**src/core/gpctr_cfg.svh**
```systemverilog
// Register offsets, field positions and reset values of the counter block
`ifndef GPCTR_CFG_SVH
`define GPCTR_CFG_SVH
`define GPCTR_OFF_CTRL    4'h0
`define GPCTR_OFF_CMD     4'h1
`define GPCTR_OFF_STAT    4'h2
`define GPCTR_OFF_COUNT   4'h3
`define GPCTR_OFF_SAVE    4'h4
`define GPCTR_NUM_REGS    2
`define GPCTR_NUM_INPUTS  7
`define GPCTR_CTRL_RESET  32'h0000_0000
`define GPCTR_F_MODE_LO   0
`define GPCTR_F_SRCPOL    2
`define GPCTR_F_GATEPOL   3
`define GPCTR_F_PAUSEEN   4
`define GPCTR_F_DIR_LO    5
`define GPCTR_F_SRCSEL_LO 8
`define GPCTR_F_GATESEL_LO 11
`define GPCTR_F_DIRSEL_LO 14
`define GPCTR_F_BUFPW     17
`define GPCTR_CMD_ARM     0
`define GPCTR_CMD_DISARM  1
`endif

```
**src/core/gpctr_pkg.sv**
```systemverilog
// Types shared by the counter block
package gpctr_pkg;
   typedef enum logic [1:0]
   {
      GPCTR_MODE_EDGE = 2'h0,
      GPCTR_MODE_BUFEDGE = 2'h1,
      GPCTR_MODE_PULSE = 2'h3
   } gpctr_mode_t;
   typedef enum logic [1:0]
   {
      GPCTR_DIR_UP = 2'h0,
      GPCTR_DIR_DOWN = 2'h1,
      GPCTR_DIR_PIN = 2'h3
   } gpctr_dir_t;
   typedef enum logic [1:0]
   {
      GPCTR_PW_IDLE = 2'h0,
      GPCTR_PW_WAIT = 2'h1,
      GPCTR_PW_MEAS = 2'h3,
      GPCTR_PW_DONE = 2'h2
   } gpctr_pw_t;
endpackage

```
**src/core/gpctr_buf2.sv**
```systemverilog
// Two-entry valid/ready buffer for captured counts
`timescale 1ns/1ns
module gpctr_buf2 #(
   parameter int WIDTH = 32
) (
   input wire logic clk,
   input wire logic rst,
   input wire logic inValid,
   output logic inReady,
   input wire logic [WIDTH-1:0] inData,
   output logic outValid,
   input wire logic outReady,
   output logic [WIDTH-1:0] outData
);
   logic [WIDTH-1:0] mem_q [0:1];
   logic rdPtr_q;
   logic wrPtr_q;
   logic [1:0] used_q;
   logic doWr;
   logic doRd;

   assign inReady = (used_q != 2'h2);
   assign outValid = (used_q != 2'h0);
   assign outData = mem_q[rdPtr_q];
   assign doWr = inValid && inReady;
   assign doRd = outValid && outReady;

   always_ff @(posedge clk)
   begin
      if (doWr)
      begin
         mem_q[wrPtr_q] <= inData;
      end
   end

   always_ff @(posedge clk or posedge rst)
   begin
      if (rst)
      begin
         rdPtr_q <= 1'b0;
         wrPtr_q <= 1'b0;
         used_q <= 2'h0;
      end
      else
      begin
         if (doWr)
         begin
            wrPtr_q <= ~wrPtr_q;
         end
         if (doRd)
         begin
            rdPtr_q <= ~rdPtr_q;
         end
         if (doWr && !doRd)
         begin
            used_q <= used_q + 2'h1;
         end
         else if (doRd && !doWr)
         begin
            used_q <= used_q - 2'h1;
         end
      end
   end
endmodule

```
**src/core/gpctr_top.sv**
```systemverilog
// Two general-purpose 32-bit edge counters with pulse-width and buffered capture
// How it works
// - Two independent counters, each with a 32-bit count.
// - Each counter selects its inputs among seven input lines.
// - Once armed, count source edges of a chosen polarity.
// - Software reads the live count without disturbing counting.
// - In plain edge mode only, source edges are ignored while the pause level stands on gate.
// - Pause comes from the gate input, with selectable active level.
// - Buffered mode captures the count on each sample edge, streams it out.
// - Captured counts are cumulative since arming; sampling never clears.
// - The sample clock is the gate input, rising or falling edge.
// - Buffered counting starts at arming, before the first sample edge.
// - Direction is up, down, or steered by the direction input.
// - Pulse-width measures gate pulses, high or low as configured.
// - Pulse-width counts source edges only while gate is active.
// - A pulse already active at arming is skipped.
// - Single pulse mode latches count at gate end, then stops.
// - Buffered pulse mode latches count on every trailing gate edge.
//
// The implementer's own choices: the Avalon-MM interface to the registers and the address map.
`timescale 1ns/1ns
`include "gpctr_cfg.svh"
module gpctr_top #(
   parameter int NUM_IN = `GPCTR_NUM_INPUTS
) (
   input wire logic clk,
   input wire logic rst,
   input wire logic [NUM_IN-1:0] sigIn,
   input wire logic [5:0] avsAddress,
   input wire logic avsRead,
   input wire logic avsWrite,
   input wire logic [31:0] avsWriteData,
   input wire logic [3:0] avsByteEnable,
   output logic [31:0] avsReadData,
   output logic avsWaitRequest,
   output logic [1:0] dmaValid,
   input wire logic [1:0] dmaReady,
   output logic [63:0] dmaData
);
   import gpctr_pkg::*;

   // ----------------------------------------------------------------
   // Input synchronisers
   // ----------------------------------------------------------------
   logic [NUM_IN-1:0] syncA_q;
   logic [NUM_IN-1:0] syncB_q;
   logic [NUM_IN-1:0] syncC_q;
   logic [NUM_IN-1:0] level_q;
   logic [NUM_IN-1:0] levelPrev_q;

   always_ff @(posedge clk or posedge rst)
   begin
      if (rst)
      begin
         syncA_q <= '0;
         syncB_q <= '0;
         syncC_q <= '0;
         level_q <= '0;
         levelPrev_q <= '0;
      end
      else
      begin
         syncA_q <= sigIn;
         syncB_q <= syncA_q;
         syncC_q <= syncB_q;
         // A change counts once the second and third stages agree
         level_q <= (syncB_q & syncC_q) | (level_q & (syncB_q | syncC_q));
         levelPrev_q <= level_q;
      end
   end

   function automatic logic pickLine(input logic [NUM_IN-1:0] lines, input logic [2:0] sel);
      logic [7:0] wide;
      wide = 8'(lines);
      return wide[sel];
   endfunction

   // ----------------------------------------------------------------
   // Bus slave
   // ----------------------------------------------------------------
   logic [31:0] ctrl_q [0:`GPCTR_NUM_REGS-1];
   logic [`GPCTR_NUM_REGS-1:0] armCmd;
   logic [`GPCTR_NUM_REGS-1:0] disarmCmd;
   logic [31:0] count_q [0:`GPCTR_NUM_REGS-1];
   logic [31:0] save_q [0:`GPCTR_NUM_REGS-1];
   logic [`GPCTR_NUM_REGS-1:0] armed_q;
   logic [`GPCTR_NUM_REGS-1:0] saveValid_q;
   logic [`GPCTR_NUM_REGS-1:0] overrun_q;
   logic rdPend_q;
   logic ch;
   logic [3:0] reg4;
   logic [31:0] rdMux;

   // Byte address: bit 5 picks the counter, bits 4:2 the register
   assign ch = avsAddress[5];
   assign reg4 = {1'b0, avsAddress[4:2]};
   // Reads take one wait cycle, writes none
   assign avsWaitRequest = avsRead && !rdPend_q;

   always_comb
   begin
      rdMux = 32'h0000_0000;
      if (reg4 == `GPCTR_OFF_CTRL)
      begin
         rdMux = ctrl_q[ch];
      end
      else if (reg4 == `GPCTR_OFF_STAT)
      begin
         rdMux = {29'h0, overrun_q[ch], saveValid_q[ch], armed_q[ch]};
      end
      else if (reg4 == `GPCTR_OFF_COUNT)
      begin
         rdMux = count_q[ch];
      end
      else if (reg4 == `GPCTR_OFF_SAVE)
      begin
         rdMux = save_q[ch];
      end
   end

   always_ff @(posedge clk or posedge rst)
   begin
      if (rst)
      begin
         rdPend_q <= 1'b0;
         avsReadData <= 32'h0000_0000;
      end
      else
      begin
         rdPend_q <= avsRead && !rdPend_q;
         if (avsRead && !rdPend_q)
         begin
            avsReadData <= rdMux;
         end
      end
   end

   always_ff @(posedge clk or posedge rst)
   begin
      if (rst)
      begin
         for (int c = 0; c < `GPCTR_NUM_REGS; c++)
         begin
            ctrl_q[c] <= `GPCTR_CTRL_RESET;
         end
      end
      else if (avsWrite && reg4 == `GPCTR_OFF_CTRL)
      begin
         for (int b = 0; b < 4; b++)
         begin
            if (avsByteEnable[b])
            begin
               ctrl_q[ch][b*8 +: 8] <= avsWriteData[b*8 +: 8];
            end
         end
      end
   end

   always_comb
   begin
      armCmd = '0;
      disarmCmd = '0;
      if (avsWrite && reg4 == `GPCTR_OFF_CMD && avsByteEnable[0])
      begin
         armCmd[ch] = avsWriteData[`GPCTR_CMD_ARM];
         disarmCmd[ch] = avsWriteData[`GPCTR_CMD_DISARM];
      end
   end

   // ----------------------------------------------------------------
   // Counter channels
   // ----------------------------------------------------------------
   logic [`GPCTR_NUM_REGS-1:0] capReady;
   gpctr_pw_t pw_q [0:`GPCTR_NUM_REGS-1];

   for (genvar g = 0; g < `GPCTR_NUM_REGS; g++)
   begin : chan
      gpctr_mode_t mode;
      gpctr_dir_t dirSel;
      logic srcPol;
      logic gatePol;
      logic pauseEn;
      logic bufPw;
      logic srcLvl;
      logic gateLvl;
      logic dirLvl;
      logic srcWas;
      logic gateWas;
      logic srcEdge;
      logic gateAct;
      logic gateStart;
      logic gateEnd;
      logic up;
      logic countEn;
      logic capture;
      logic [31:0] nextCount;

      assign mode = gpctr_mode_t'(ctrl_q[g][`GPCTR_F_MODE_LO +: 2]);
      assign dirSel = gpctr_dir_t'(ctrl_q[g][`GPCTR_F_DIR_LO +: 2]);
      assign srcPol = ctrl_q[g][`GPCTR_F_SRCPOL];
      assign gatePol = ctrl_q[g][`GPCTR_F_GATEPOL];
      assign pauseEn = ctrl_q[g][`GPCTR_F_PAUSEEN];
      assign bufPw = ctrl_q[g][`GPCTR_F_BUFPW];
      // Input selection among the seven lines; out-of-range picks read low
      assign srcLvl = pickLine(level_q, ctrl_q[g][`GPCTR_F_SRCSEL_LO +: 3]);
      assign gateLvl = pickLine(level_q, ctrl_q[g][`GPCTR_F_GATESEL_LO +: 3]);
      assign dirLvl = pickLine(level_q, ctrl_q[g][`GPCTR_F_DIRSEL_LO +: 3]);
      assign srcWas = pickLine(levelPrev_q, ctrl_q[g][`GPCTR_F_SRCSEL_LO +: 3]);
      assign gateWas = pickLine(levelPrev_q, ctrl_q[g][`GPCTR_F_GATESEL_LO +: 3]);
      // Polarity 0 selects rising / high, 1 selects falling / low
      assign srcEdge = (srcLvl != srcWas) && (srcLvl == !srcPol);
      assign gateAct = (gateLvl == !gatePol);
      assign gateStart = gateAct && (gateWas != gateLvl);
      assign gateEnd = !gateAct && (gateWas != gateLvl);
      assign up = (dirSel == GPCTR_DIR_UP) || (dirSel == GPCTR_DIR_PIN && dirLvl);

      always_comb
      begin
         countEn = 1'b0;
         capture = 1'b0;
         if (armed_q[g])
         begin
            case (mode)
               GPCTR_MODE_EDGE:
               begin
                  countEn = srcEdge && !(pauseEn && gateAct);
               end
               GPCTR_MODE_BUFEDGE:
               begin
                  countEn = srcEdge;
                  capture = gateStart;
               end
               GPCTR_MODE_PULSE:
               begin
                  countEn = srcEdge && gateAct && pw_q[g] == GPCTR_PW_MEAS;
                  capture = gateEnd && pw_q[g] == GPCTR_PW_MEAS;
               end
               default:
               begin
               end
            endcase
         end
      end

      // Wraps modulo 2^32 in both directions
      assign nextCount = up ? count_q[g] + 32'h1 : count_q[g] - 32'h1;

      always_ff @(posedge clk or posedge rst)
      begin
         if (rst)
         begin
            armed_q[g] <= 1'b0;
            count_q[g] <= 32'h0000_0000;
            pw_q[g] <= GPCTR_PW_IDLE;
         end
         else if (armCmd[g])
         begin
            armed_q[g] <= 1'b1;
            count_q[g] <= 32'h0000_0000;
            pw_q[g] <= gateAct ? GPCTR_PW_WAIT : GPCTR_PW_MEAS;
         end
         else if (disarmCmd[g])
         begin
            armed_q[g] <= 1'b0;
            pw_q[g] <= GPCTR_PW_IDLE;
         end
         else if (armed_q[g])
         begin
            if (countEn)
            begin
               count_q[g] <= nextCount;
            end
            if (mode == GPCTR_MODE_PULSE)
            begin
               case (pw_q[g])
                  GPCTR_PW_WAIT:
                  begin
                     if (!gateAct)
                     begin
                        pw_q[g] <= GPCTR_PW_MEAS;
                     end
                  end
                  GPCTR_PW_MEAS:
                  begin
                     if (gateEnd)
                     begin
                        count_q[g] <= 32'h0000_0000;
                        pw_q[g] <= bufPw ? GPCTR_PW_MEAS : GPCTR_PW_DONE;
                     end
                  end
                  default:
                  begin
                  end
               endcase
            end
         end
      end

      always_ff @(posedge clk or posedge rst)
      begin
         if (rst)
         begin
            save_q[g] <= 32'h0000_0000;
            saveValid_q[g] <= 1'b0;
            overrun_q[g] <= 1'b0;
         end
         else
         begin
            if (capture)
            begin
               save_q[g] <= count_q[g];
               saveValid_q[g] <= 1'b1;
               if (!capReady[g])
               begin
                  overrun_q[g] <= 1'b1;
               end
            end
            else if (armCmd[g])
            begin
               saveValid_q[g] <= 1'b0;
               overrun_q[g] <= 1'b0;
            end
         end
      end

      gpctr_buf2 #(
         .WIDTH(32)
      ) u_buf (
         .clk(clk),
         .rst(rst),
         .inValid(capture),
         .inReady(capReady[g]),
         .inData(count_q[g]),
         .outValid(dmaValid[g]),
         .outReady(dmaReady[g]),
         .outData(dmaData[g*32 +: 32])
      );
   end
endmodule

```
**config.mk**
```make
export PLATFORM = sky130hd
export DESIGN_NAME = gpctr_top
export DESIGN_NICKNAME = d
export VERILOG_FILES = /design/src/core/gpctr_pkg.sv /design/src/core/gpctr_buf2.sv /design/src/core/gpctr_top.sv
export VERILOG_INCLUDE_DIRS = /design/src /design/src/core
export SDC_FILE = /design/constraint.sdc
export NUM_CORES = 1
export LEC_CHECK = 0
export ABC_AREA = 1
export BUFFER_PORTS_ARGS = -buffer_cell sky130_fd_sc_hd__buf_2
export CAP_MARGIN = 40
export CORE_UTILIZATION = 50
export CTS_CLUSTER_DIAMETER = 120
export DETAILED_ROUTE_END_ITERATION = 8
export MAX_ROUTING_LAYER = met4
export PLACE_DENSITY = 0.8
export REMOVE_ABC_BUFFERS = 1
export SYNTH_ARGS = -nofsm -noshare
export SYNTH_HDL_FRONTEND = slang
export SYNTH_SLANG_ARGS = --single-unit
export TNS_END_PERCENT = 50
```
**constraint.sdc**
```tcl
create_clock -name clk -period 11.4 [get_ports clk]
set_input_delay 0.57 -clock clk [delete_from_list [all_inputs] [get_ports clk]]
set_output_delay 0.57 -clock clk [all_outputs]
set_load 0.01 [all_outputs]
```
Yosys cells after proc, flatten, opt, wreduce, memory -nomap -nowiden
Memories as Yosys holds them, arrays and structs flattened.
Index checks and enable logic that the tools add are counted.
{"block": "totals", "ff_bits": 278, "out_inout_bits": 99, "wordCells": 288, "mem_count": 2, "mem_bits_rw": 128, "inputBits": 55}
{"block": "op_classes", "n_eq_ne": 32, "order_cmp": 10, "mux": 124, "reduce_logical": 74, "n_bitwise": 11, "add_sub_neg": 8}
{"memory": "chan[0].u_buf.mem_q", "words": 2, "width": 32, "rd": 1, "rd_ports_with_merged_regs": 0, "wr": 1, "line": "gpctr_buf2.sv:15", "text": "logic [WIDTH-1:0] mem_q [0:1];"}
{"memory": "chan[1].u_buf.mem_q", "words": 2, "width": 32, "rd": 1, "rd_ports_with_merged_regs": 0, "wr": 1, "line": "gpctr_buf2.sv:15"}
{"cell": "2-to-1 mux 32 bit", "n": 30}
{"cell": "2-to-1 mux 64 bit", "n": 7}
{"cell": "bitwise mux 64 bit", "n": 4}
{"cell": "demux 32 bit (select 1 bit)", "n": 4}
{"cell": "adder 32 x 1 -> 32 bit (second input constant)", "n": 2}
{"cell": "subtractor 32 x 1 -> 32 bit (second input constant)", "n": 2}
{"cell": "2-to-1 mux 2 bit", "n": 20}
{"cell": "2-to-1 mux 1 bit", "n": 39}
{"cell": "logical AND 1 bit", "n": 32}
{"cell": "binary-select mux 1 bit (select 3 bit)", "n": 10}
{"cell": "less-than comparator 3 x 4 -> 1 bit (second input constant)", "n": 6}
{"cell": "2-to-1 mux 24 bit", "n": 1}
{"cell": "nonzero test 2 bit", "n": 10}
{"cell": "2-to-1 mux 16 bit", "n": 1}
{"cell": "inequality test 4 bit (second input constant)", "n": 4}
{"cell": "bitwise AND 7 bit", "n": 2}
{"cell": "OR 7 bit", "n": 2}
{"cell": "logical NOT 1 bit", "n": 13}
{"cell": "equality test 2 bit (second input constant)", "n": 6}
{"cell": "inequality test 2 bit (second input constant)", "n": 6}
{"cell": "nonzero test 3 bit", "n": 4}
{"cell": "AND reduction 5 bit", "n": 2}
{"cell": "equality test 2 x 1 -> 1 bit (second input constant)", "n": 4}
{"cell": "logical NOT 2 bit", "n": 4}
{"cell": "other kinds (23)", "n": 44}

Logic depth before layout (Yosys ltp)
{"block": "logic_depth", "word_depth": 16, "mapped_depth": 23, "ltp_nobuf": 23}

Hierarchy
Synthesis repeated with hierarchy kept, for this count alone.
{"block": "hier_totals", "hier_cells": 2884, "hier_area_um2": 22978.3}
{"module": "gpctr_top", "instances": 1, "cells_each": 2626, "seq_area_each_um2": 6756.5, "area_per_inst_um2": 17630.7}
{"module": "gpctr_buf2", "instances": 2, "cells_each": 129, "seq_area_each_um2": 2021.9, "area_per_inst_um2": 2673.8}

Worst setup path before layout
Ideal clock, no wire load.
{"block": "synth_path", "kind": "register to register", "startpoint": "register ctrl_q[11] in the netlist's numbering", "endpoint": "memory chan[1].u_buf.mem_q[0][0], enable pin", "setup_time_ns": 0.421, "slack_ns": 8.186, "t_required_ns": 10.979, "t_arrival_ns": 2.793, "n_path_buf": 1, "period_less_slack_ns": 3.214, "stages_incl_launch_ff": 13, "cell_sequence": "dfrtp_1 buf_4 inv_4 nand2_1 nand3_1 nand3_1 nand2_1 nand2_1 nand2_2 nand3_1 nand2_2 nand3_1 nor2_1"}
{"block": "synth_between", "elab_chain_len": 11, "elab_cells_between_ends": 15, "classes_between": "eq/ne (2); mux (8); reduce/logical (5)"}
{"item": "start, declared", "line": "gpctr_top.sv:81", "text": "logic [31:0] ctrl_q [0:`GPCTR_NUM_REGS-1];"}
{"item": "start signal, assigned by index", "line": "gpctr_top.sv:144", "text": "ctrl_q[c] <= `GPCTR_CTRL_RESET;"}
{"item": "start signal, assigned by index", "line": "gpctr_top.sv:153", "text": "ctrl_q[ch][b*8 +: 8] <= avsWriteData[b*8 +: 8];"}
{"item": "binary-select mux 1 bit (select 3 bit)", "line": "gpctr_top.sv:75", "text": "return wide[sel];"}
{"item": "2-to-1 mux 1 bit (implied by the code)", "line": "gpctr_top.sv:75"}
{"item": "equality test 1 bit", "line": "gpctr_top.sv:212", "text": "assign gateAct = (gateLvl == !gatePol);"}
{"item": "logical NOT 1 bit"}
{"item": "logical AND 1 bit", "line": "gpctr_top.sv:214", "text": "assign gateEnd = !gateAct && (gateWas != gateLvl);"}
{"item": "logical AND 1 bit", "line": "gpctr_top.sv:236", "text": "capture = gateEnd && pw_q[g] == GPCTR_PW_MEAS;"}
{"item": "case mux 1 bit (2 select lines) *", "line": "gpctr_top.sv:223", "text": "case (mode)"}
{"item": "2-to-1 mux 1 bit *", "line": "gpctr_top.sv:221", "text": "if (armed_q[g])"}
{"item": "logical AND 1 bit *", "line": "gpctr_buf2.sv:25", "text": "assign doWr = inValid && inReady;"}
{"item": "2-to-1 mux 1 bit *", "line": "gpctr_buf2.sv:30", "text": "if (doWr)"}
{"item": "2-to-1 mux 1 bit (implied by the code) *", "line": "gpctr_buf2.sv:32", "text": "mem_q[wrPtr_q] <= inData;"}
{"item": "end, declared", "line": "gpctr_buf2.sv:15"}
Mark *: on every way between the ends. The rest lies on a longest branch, timed or not. The select of a mux whose other input is x is not followed.

Worst setup path in the final report
{"block": "layout_path", "startpoint": "register level_q[6]", "endpoint": "register count_q[20] in the netlist's numbering"}
{"block": "layout_between", "elab_chain_len": 15, "elab_cells_between_ends": 30, "classes_between": "eq/ne (4); mux (16); reduce/logical (10)"}
{"item": "start, declared", "line": "gpctr_top.sv:48", "text": "logic [NUM_IN-1:0] level_q;"}
{"item": "start signal, assigned", "line": "gpctr_top.sv:67", "text": "level_q <= (syncB_q & syncC_q) | (level_q & (syncB_q | syncC_q));"}
{"item": "binary-select mux 1 bit (select 3 bit)", "line": "gpctr_top.sv:75"}
{"item": "2-to-1 mux 1 bit (implied by the code)", "line": "gpctr_top.sv:75"}
{"item": "inequality test 1 bit, or another cell as far along", "line": "gpctr_top.sv:211", "text": "assign srcEdge = (srcLvl != srcWas) && (srcLvl == !srcPol);"}
{"item": "logical AND 1 bit (on tied branches)", "line": "gpctr_top.sv:211, gpctr_top.sv:226"}
{"item": "logical AND 1 bit or logical NOT 1 bit (tied branches)", "line": "gpctr_top.sv:235, gpctr_top.sv:226"}
{"item": "logical AND 1 bit (on tied branches)", "line": "gpctr_top.sv:235, gpctr_top.sv:226"}
{"item": "case mux 1 bit (3 select lines)", "line": "gpctr_top.sv:223"}
{"item": "2-to-1 mux 1 bit", "line": "gpctr_top.sv:221"}
{"item": "2-to-1 mux 32 bit", "line": "gpctr_top.sv:269", "text": "if (countEn)"}
{"item": "2-to-1 mux 32 bit", "line": "gpctr_top.sv:285", "text": "if (gateEnd)"}
{"item": "2-to-1 mux 32 bit", "line": "gpctr_top.sv:275", "text": "case (pw_q[g])"}
{"item": "2-to-1 mux 32 bit *", "line": "gpctr_top.sv:273", "text": "if (mode == GPCTR_MODE_PULSE)"}
{"item": "2-to-1 mux 32 bit *", "line": "gpctr_top.sv:267", "text": "else if (armed_q[g])"}
{"item": "2-to-1 mux 32 bit *", "line": "gpctr_top.sv:262", "text": "else if (disarmCmd[g])"}
{"item": "2-to-1 mux 32 bit *", "line": "gpctr_top.sv:256", "text": "else if (armCmd[g])"}
{"item": "end signal, assigned by index", "line": "gpctr_top.sv:271", "text": "count_q[g] <= nextCount;"}
{"item": "end, declared", "line": "gpctr_top.sv:84", "text": "logic [31:0] count_q [0:`GPCTR_NUM_REGS-1];"}
Marked as above.
A chain may end at the register's enable or synchronous reset.

==> flow_summary_export.csv <==
group,metric,value,unit
route,drt-vias-per-instance,5.25,
route,postRouteAntennaNets,0,
clock_network,root_buffer,"clkbuf_16",
placed_design,gp_congestion,0.969,
timing,fin_hold_ws,0.104,ns
power_and_ir_drop,peakVddDrop,151,uV
logic_synthesis,synth_cell_types,45,
route,wl_per_cell,16.2,um
power_and_ir_drop,power.static_leakage,13.3,nW
global_route,grt_pass1_wl,98.0,mm
logic_synthesis,yosysSeqAreaShare,47.6,%
timing,tns,0,ns
final_layout,seq_area,10800,um2
logic_synthesis,syn_inst,3028,
floorplanning,dieWidth,215,um
final_layout,final_cell_area,25500,um2
clock_network,cts_tree,"yes",
worst_setup_path,path_class,"register to register",
logic_synthesis,netlist_area,22700,um2
timing,grt_setup_unrepaired,"false",
logic_synthesis,syn_avg_cell_area,7.49,um2
power_and_ir_drop,power_density,193,nW/um2
placed_design,dp_hpwl,44.4,mm
global_route,track_usage,27.7,%
timing,final.setup_skew,0.0194,ns
floorplanning,io-pin-count,154,
floorplanning,core,44500,um2
worst_setup_path,rr_startpoint,"level_q[6]",
logic_synthesis,synth_area_leaders,"dfrtp_1 (31%), nand2_1 (23%), edfxtp_1 (17%)",
timing,period_share,32.5,%
floorplanning,fp-row-count,77,
clock_network,h-tree-depth,2,
timing,setup_viol,0,
floorplanning,die-height,215,um
worst_setup_path,r2r_end,"count_q[20]",
timing,hold_violations,0,
route,drt_iter0_markers,1787,
clock_network,clockBufferDepth,3,
placed_design,dpl_cell_area,24000,um2
timing,layout_min_cycle_time,3.71,ns
worst_hold_path,hp-class,"primary input to register",
timing,slew_headroom,40.7,%
placed_design,numPortBuffers,151,
logic_synthesis,ys_warn_count,0,
floorplanning,start_util,51.0,%
floorplanning,die-area,46200,um2
clock_network,cts_buffers,43,
worst_setup_path,rr_worst_depth,18,
route,postRouteWirelength,61.1,mm
worst_setup_path,cp.arrival,4.18,ns
final_layout,multi_input_area,10100,um2
final_layout,diodes,0,
clock_network,hold_buffers,0,
logic_synthesis,synth_top_area_share,30.7,%
timing,maxSlewViolCount,0,
worst_setup_path,start_kind,"register",
route,drc,0,
route,vias,19848,
timing,max_slew.worst_pin.slew,0.890,ns
final_layout,final_cell_count_no_fill,3777,
global_route,grt_max_degree,123,
worst_setup_path,crit_start,"level_q[6]",
placed_design,place_inst,3697,
clock_network,clock_latency,0.58,ns
clock_network,cts-resized-gates,0,
run,maxCapViolCount,0,
final_layout,area_delta_synth_final,12.4,%
global_route,first_global_vias,18327,
clock_network,clk_pin_slew,0.07,ns
clock_network,cts_sinks,406,
worst_setup_path,endpoint,"count_q[20]",
final_layout,drive_above_1_share,9.14,%
clock_network,postCtsSetupBuffers,0,
worst_setup_path,r2r_setup_slack,7.69,ns
route,first_pass_iters,5,
worst_setup_path,required,11.87,ns
logic_synthesis,yosys.area.top_type,"dfrtp_1",
timing,fmax,0.270,GHz
outcome,status,"finished, final reports clean",
global_route,antenna_found_initial,0,
final_layout,fin_nets,3269,
final_layout,fillers,4087,
logic_synthesis,synth_seq_cells,406,
worst_setup_path,worst_setup_path_end_kind,"register",
worst_setup_path,worstPathMaxFanout,22,
global_route,overflow,0,
-- kinds of logic (layout without fill, tap and decap cells) --
| family | count (synthesis) | after routing | synth area share [%] |
|---|---|---|---|
| DFF | 406 | 406 | 47.6 |
| adders and majority gates | 71 | 71 | 3.91 |
| and+or+nand+nor | 1754 | 1754 | 31.3 |
| xor gates and xnor gates | 43 | 43 | 1.66 |
| buffers and inverters | 450 | 607 | 7.97 |
| AOI/OAI and AO/OA | 304 | 304 | 7.53 |
-- registers in the layout, indices dropped and copies added, names as in the netlist, 2 cells and up --
signal,flops
armed_q,2
syncA_q,7
syncB_q,7
save_q,64
levelPrev_q,7
chan.pauseEn,2
chan.u_buf.mem_q,128
count_q,64
ctrl_q,48
chan.bufPw,2
level_q,7
chan.srcPol,2
chan.u_buf.rdPtr_q,2
saveValid_q,2
chan.mode,4
syncC_q,7
pw_q,4
overrun_q,2
chan.gatePol,2
chan.u_buf.used_q,4
chan.u_buf.wrPtr_q,2
avsReadData,32
chan.dirSel,4
-- cell type report --
type	count	area share, %
inverters	354	5.27
well taps	592	2.90
clock buffers	55	4.76
multi-input cells	2172	39.6
flip-flops and latches	406	42.4
clock inverters	25	0.957
repair buffers	173	4.14
-- placed cells by master (no fill, tap or decap), types with 4 or more instances in the layout --
| cell | n |
|---|---|
| nor2_1 | 91 |
| buf_4 | 16 |
| ha_1 | 62 |
| a21oi_1 | 56 |
| buf_2 | 150 |
| and2_1 | 8 |
| nor3_2 | 4 |
| and3_1 | 5 |
| maj3_1 | 7 |
| buf_16 | 6 |
| o22a_1 | 28 |
| inv_1 | 345 |
| nand3b_1 | 12 |
| o21ai_0 | 159 |
| o21ai_2 | 5 |
| o21ai_1 | 38 |
| nand2_1 | 1372 |
| xor2_1 | 32 |
| clkinv_2 | 9 |
| clkinvlp_4 | 6 |
| clkbuf_16 | 46 |
| edfxtp_1 | 128 |
| nand2_4 | 5 |
| nand4_1 | 13 |
| a21o_1 | 6 |
| dfrtp_1 | 278 |
| nor3_1 | 19 |
| nand3_1 | 201 |
| clkbuf_1 | 6 |
| nand2_2 | 8 |
| xnor2_1 | 11 |
| nor2_2 | 6 |
| o21bai_1 | 5 |
-- layer usage --
metal  part of all wire [%]  vias up  GRT usage, %
met5                      0        -             -
met4                    5.0        0          12.5
met3                    6.2      143          3.91
met2                     44      664          41.7
met1                     44     9206          37.1
li1                       -     9835             -
-- power by group --
group	internal (W)	total, W	switching (W)	leakage [nW]
registers	0.00168	0.00186	0.000184	4.72
logic	0.000558	0.00162	0.00106	7.91
clock network	0.000830	0.00143	0.000601	0.704
-- per-stage QoR --
step	power (W)	setup slack [ns]	util, %
after CTS	0.00493	7.75	57.3
after global routing	0.00522	7.46	57.3
after global placement	0.00342	7.51	53.6
after floorplan	0.00291	3.16	-
final	0.00491	7.69	57.3
after detailed placement	0.00348	7.75	54.0
-- worst min path at each step --
stage                    start         end  slack, ns  depth (start not counted)
CTS                   sigIn[3]  syncA_q[3]       0.08                          1
detailed placement  syncA_q[2]  syncB_q[2]       0.33                          0
finish                sigIn[3]  syncA_q[3]       0.10                          1
global route          sigIn[4]  syncA_q[4]       0.08                          1
floorplan           syncA_q[0]  syncB_q[0]       0.33                          0
global placement    syncA_q[3]  syncB_q[3]       0.33                          0
-- cell usage after synthesis --
cell	count
nand2_1	1372
inv_1	347
dfrtp_1	278
nand3_1	201
o21ai_0	159
edfxtp_1	128
nor2_1	96
ha_1	62
a21oi_1	56
clkbuf_1	56
o21ai_1	38
xor2_1	32
o22a_1	28
buf_2	24
nor3_1	21
nand4_1	13
nand3b_1	12
xnor2_1	11
buf_4	9
and2_1	8
nand2_2	8
maj3_1	7
a21o_1	6
buf_6	6
and3_1	5
nand2_4	5
o21ai_2	5
o21bai_1	5
a221o_1	3
inv_4	3
or2_2	3
a211oi_1	2
clkinv_1	2
fa_1	2
inv_2	2
nand3_2	2
nor2_2	2
nor3_2	2
a21oi_4	1
a41oi_1	1
clkbuf_2	1
nor2_4	1
nor2_8	1
nor3b_2	1
nor4_1	1
-- critical path, cell delays in order, from the launching register on --
cell     delay, ns
dfrtp_1       0.62
nand3_1       0.13
nand3_1       0.10
nand3_1       0.20
nand2_1       0.21
inv_1         0.25
buf_16        0.25
ha_1          0.39
nand2_1       0.16
nor2_1        0.15
inv_1         0.09
nor3_1        0.35
nand3_1       0.18
nand3_1       0.10
nand2_1       0.05
nand2_1       0.09
nand3_1       0.09
nand3_1       0.12
nand2_1       0.06
Power figures use the tool's default switching activity.
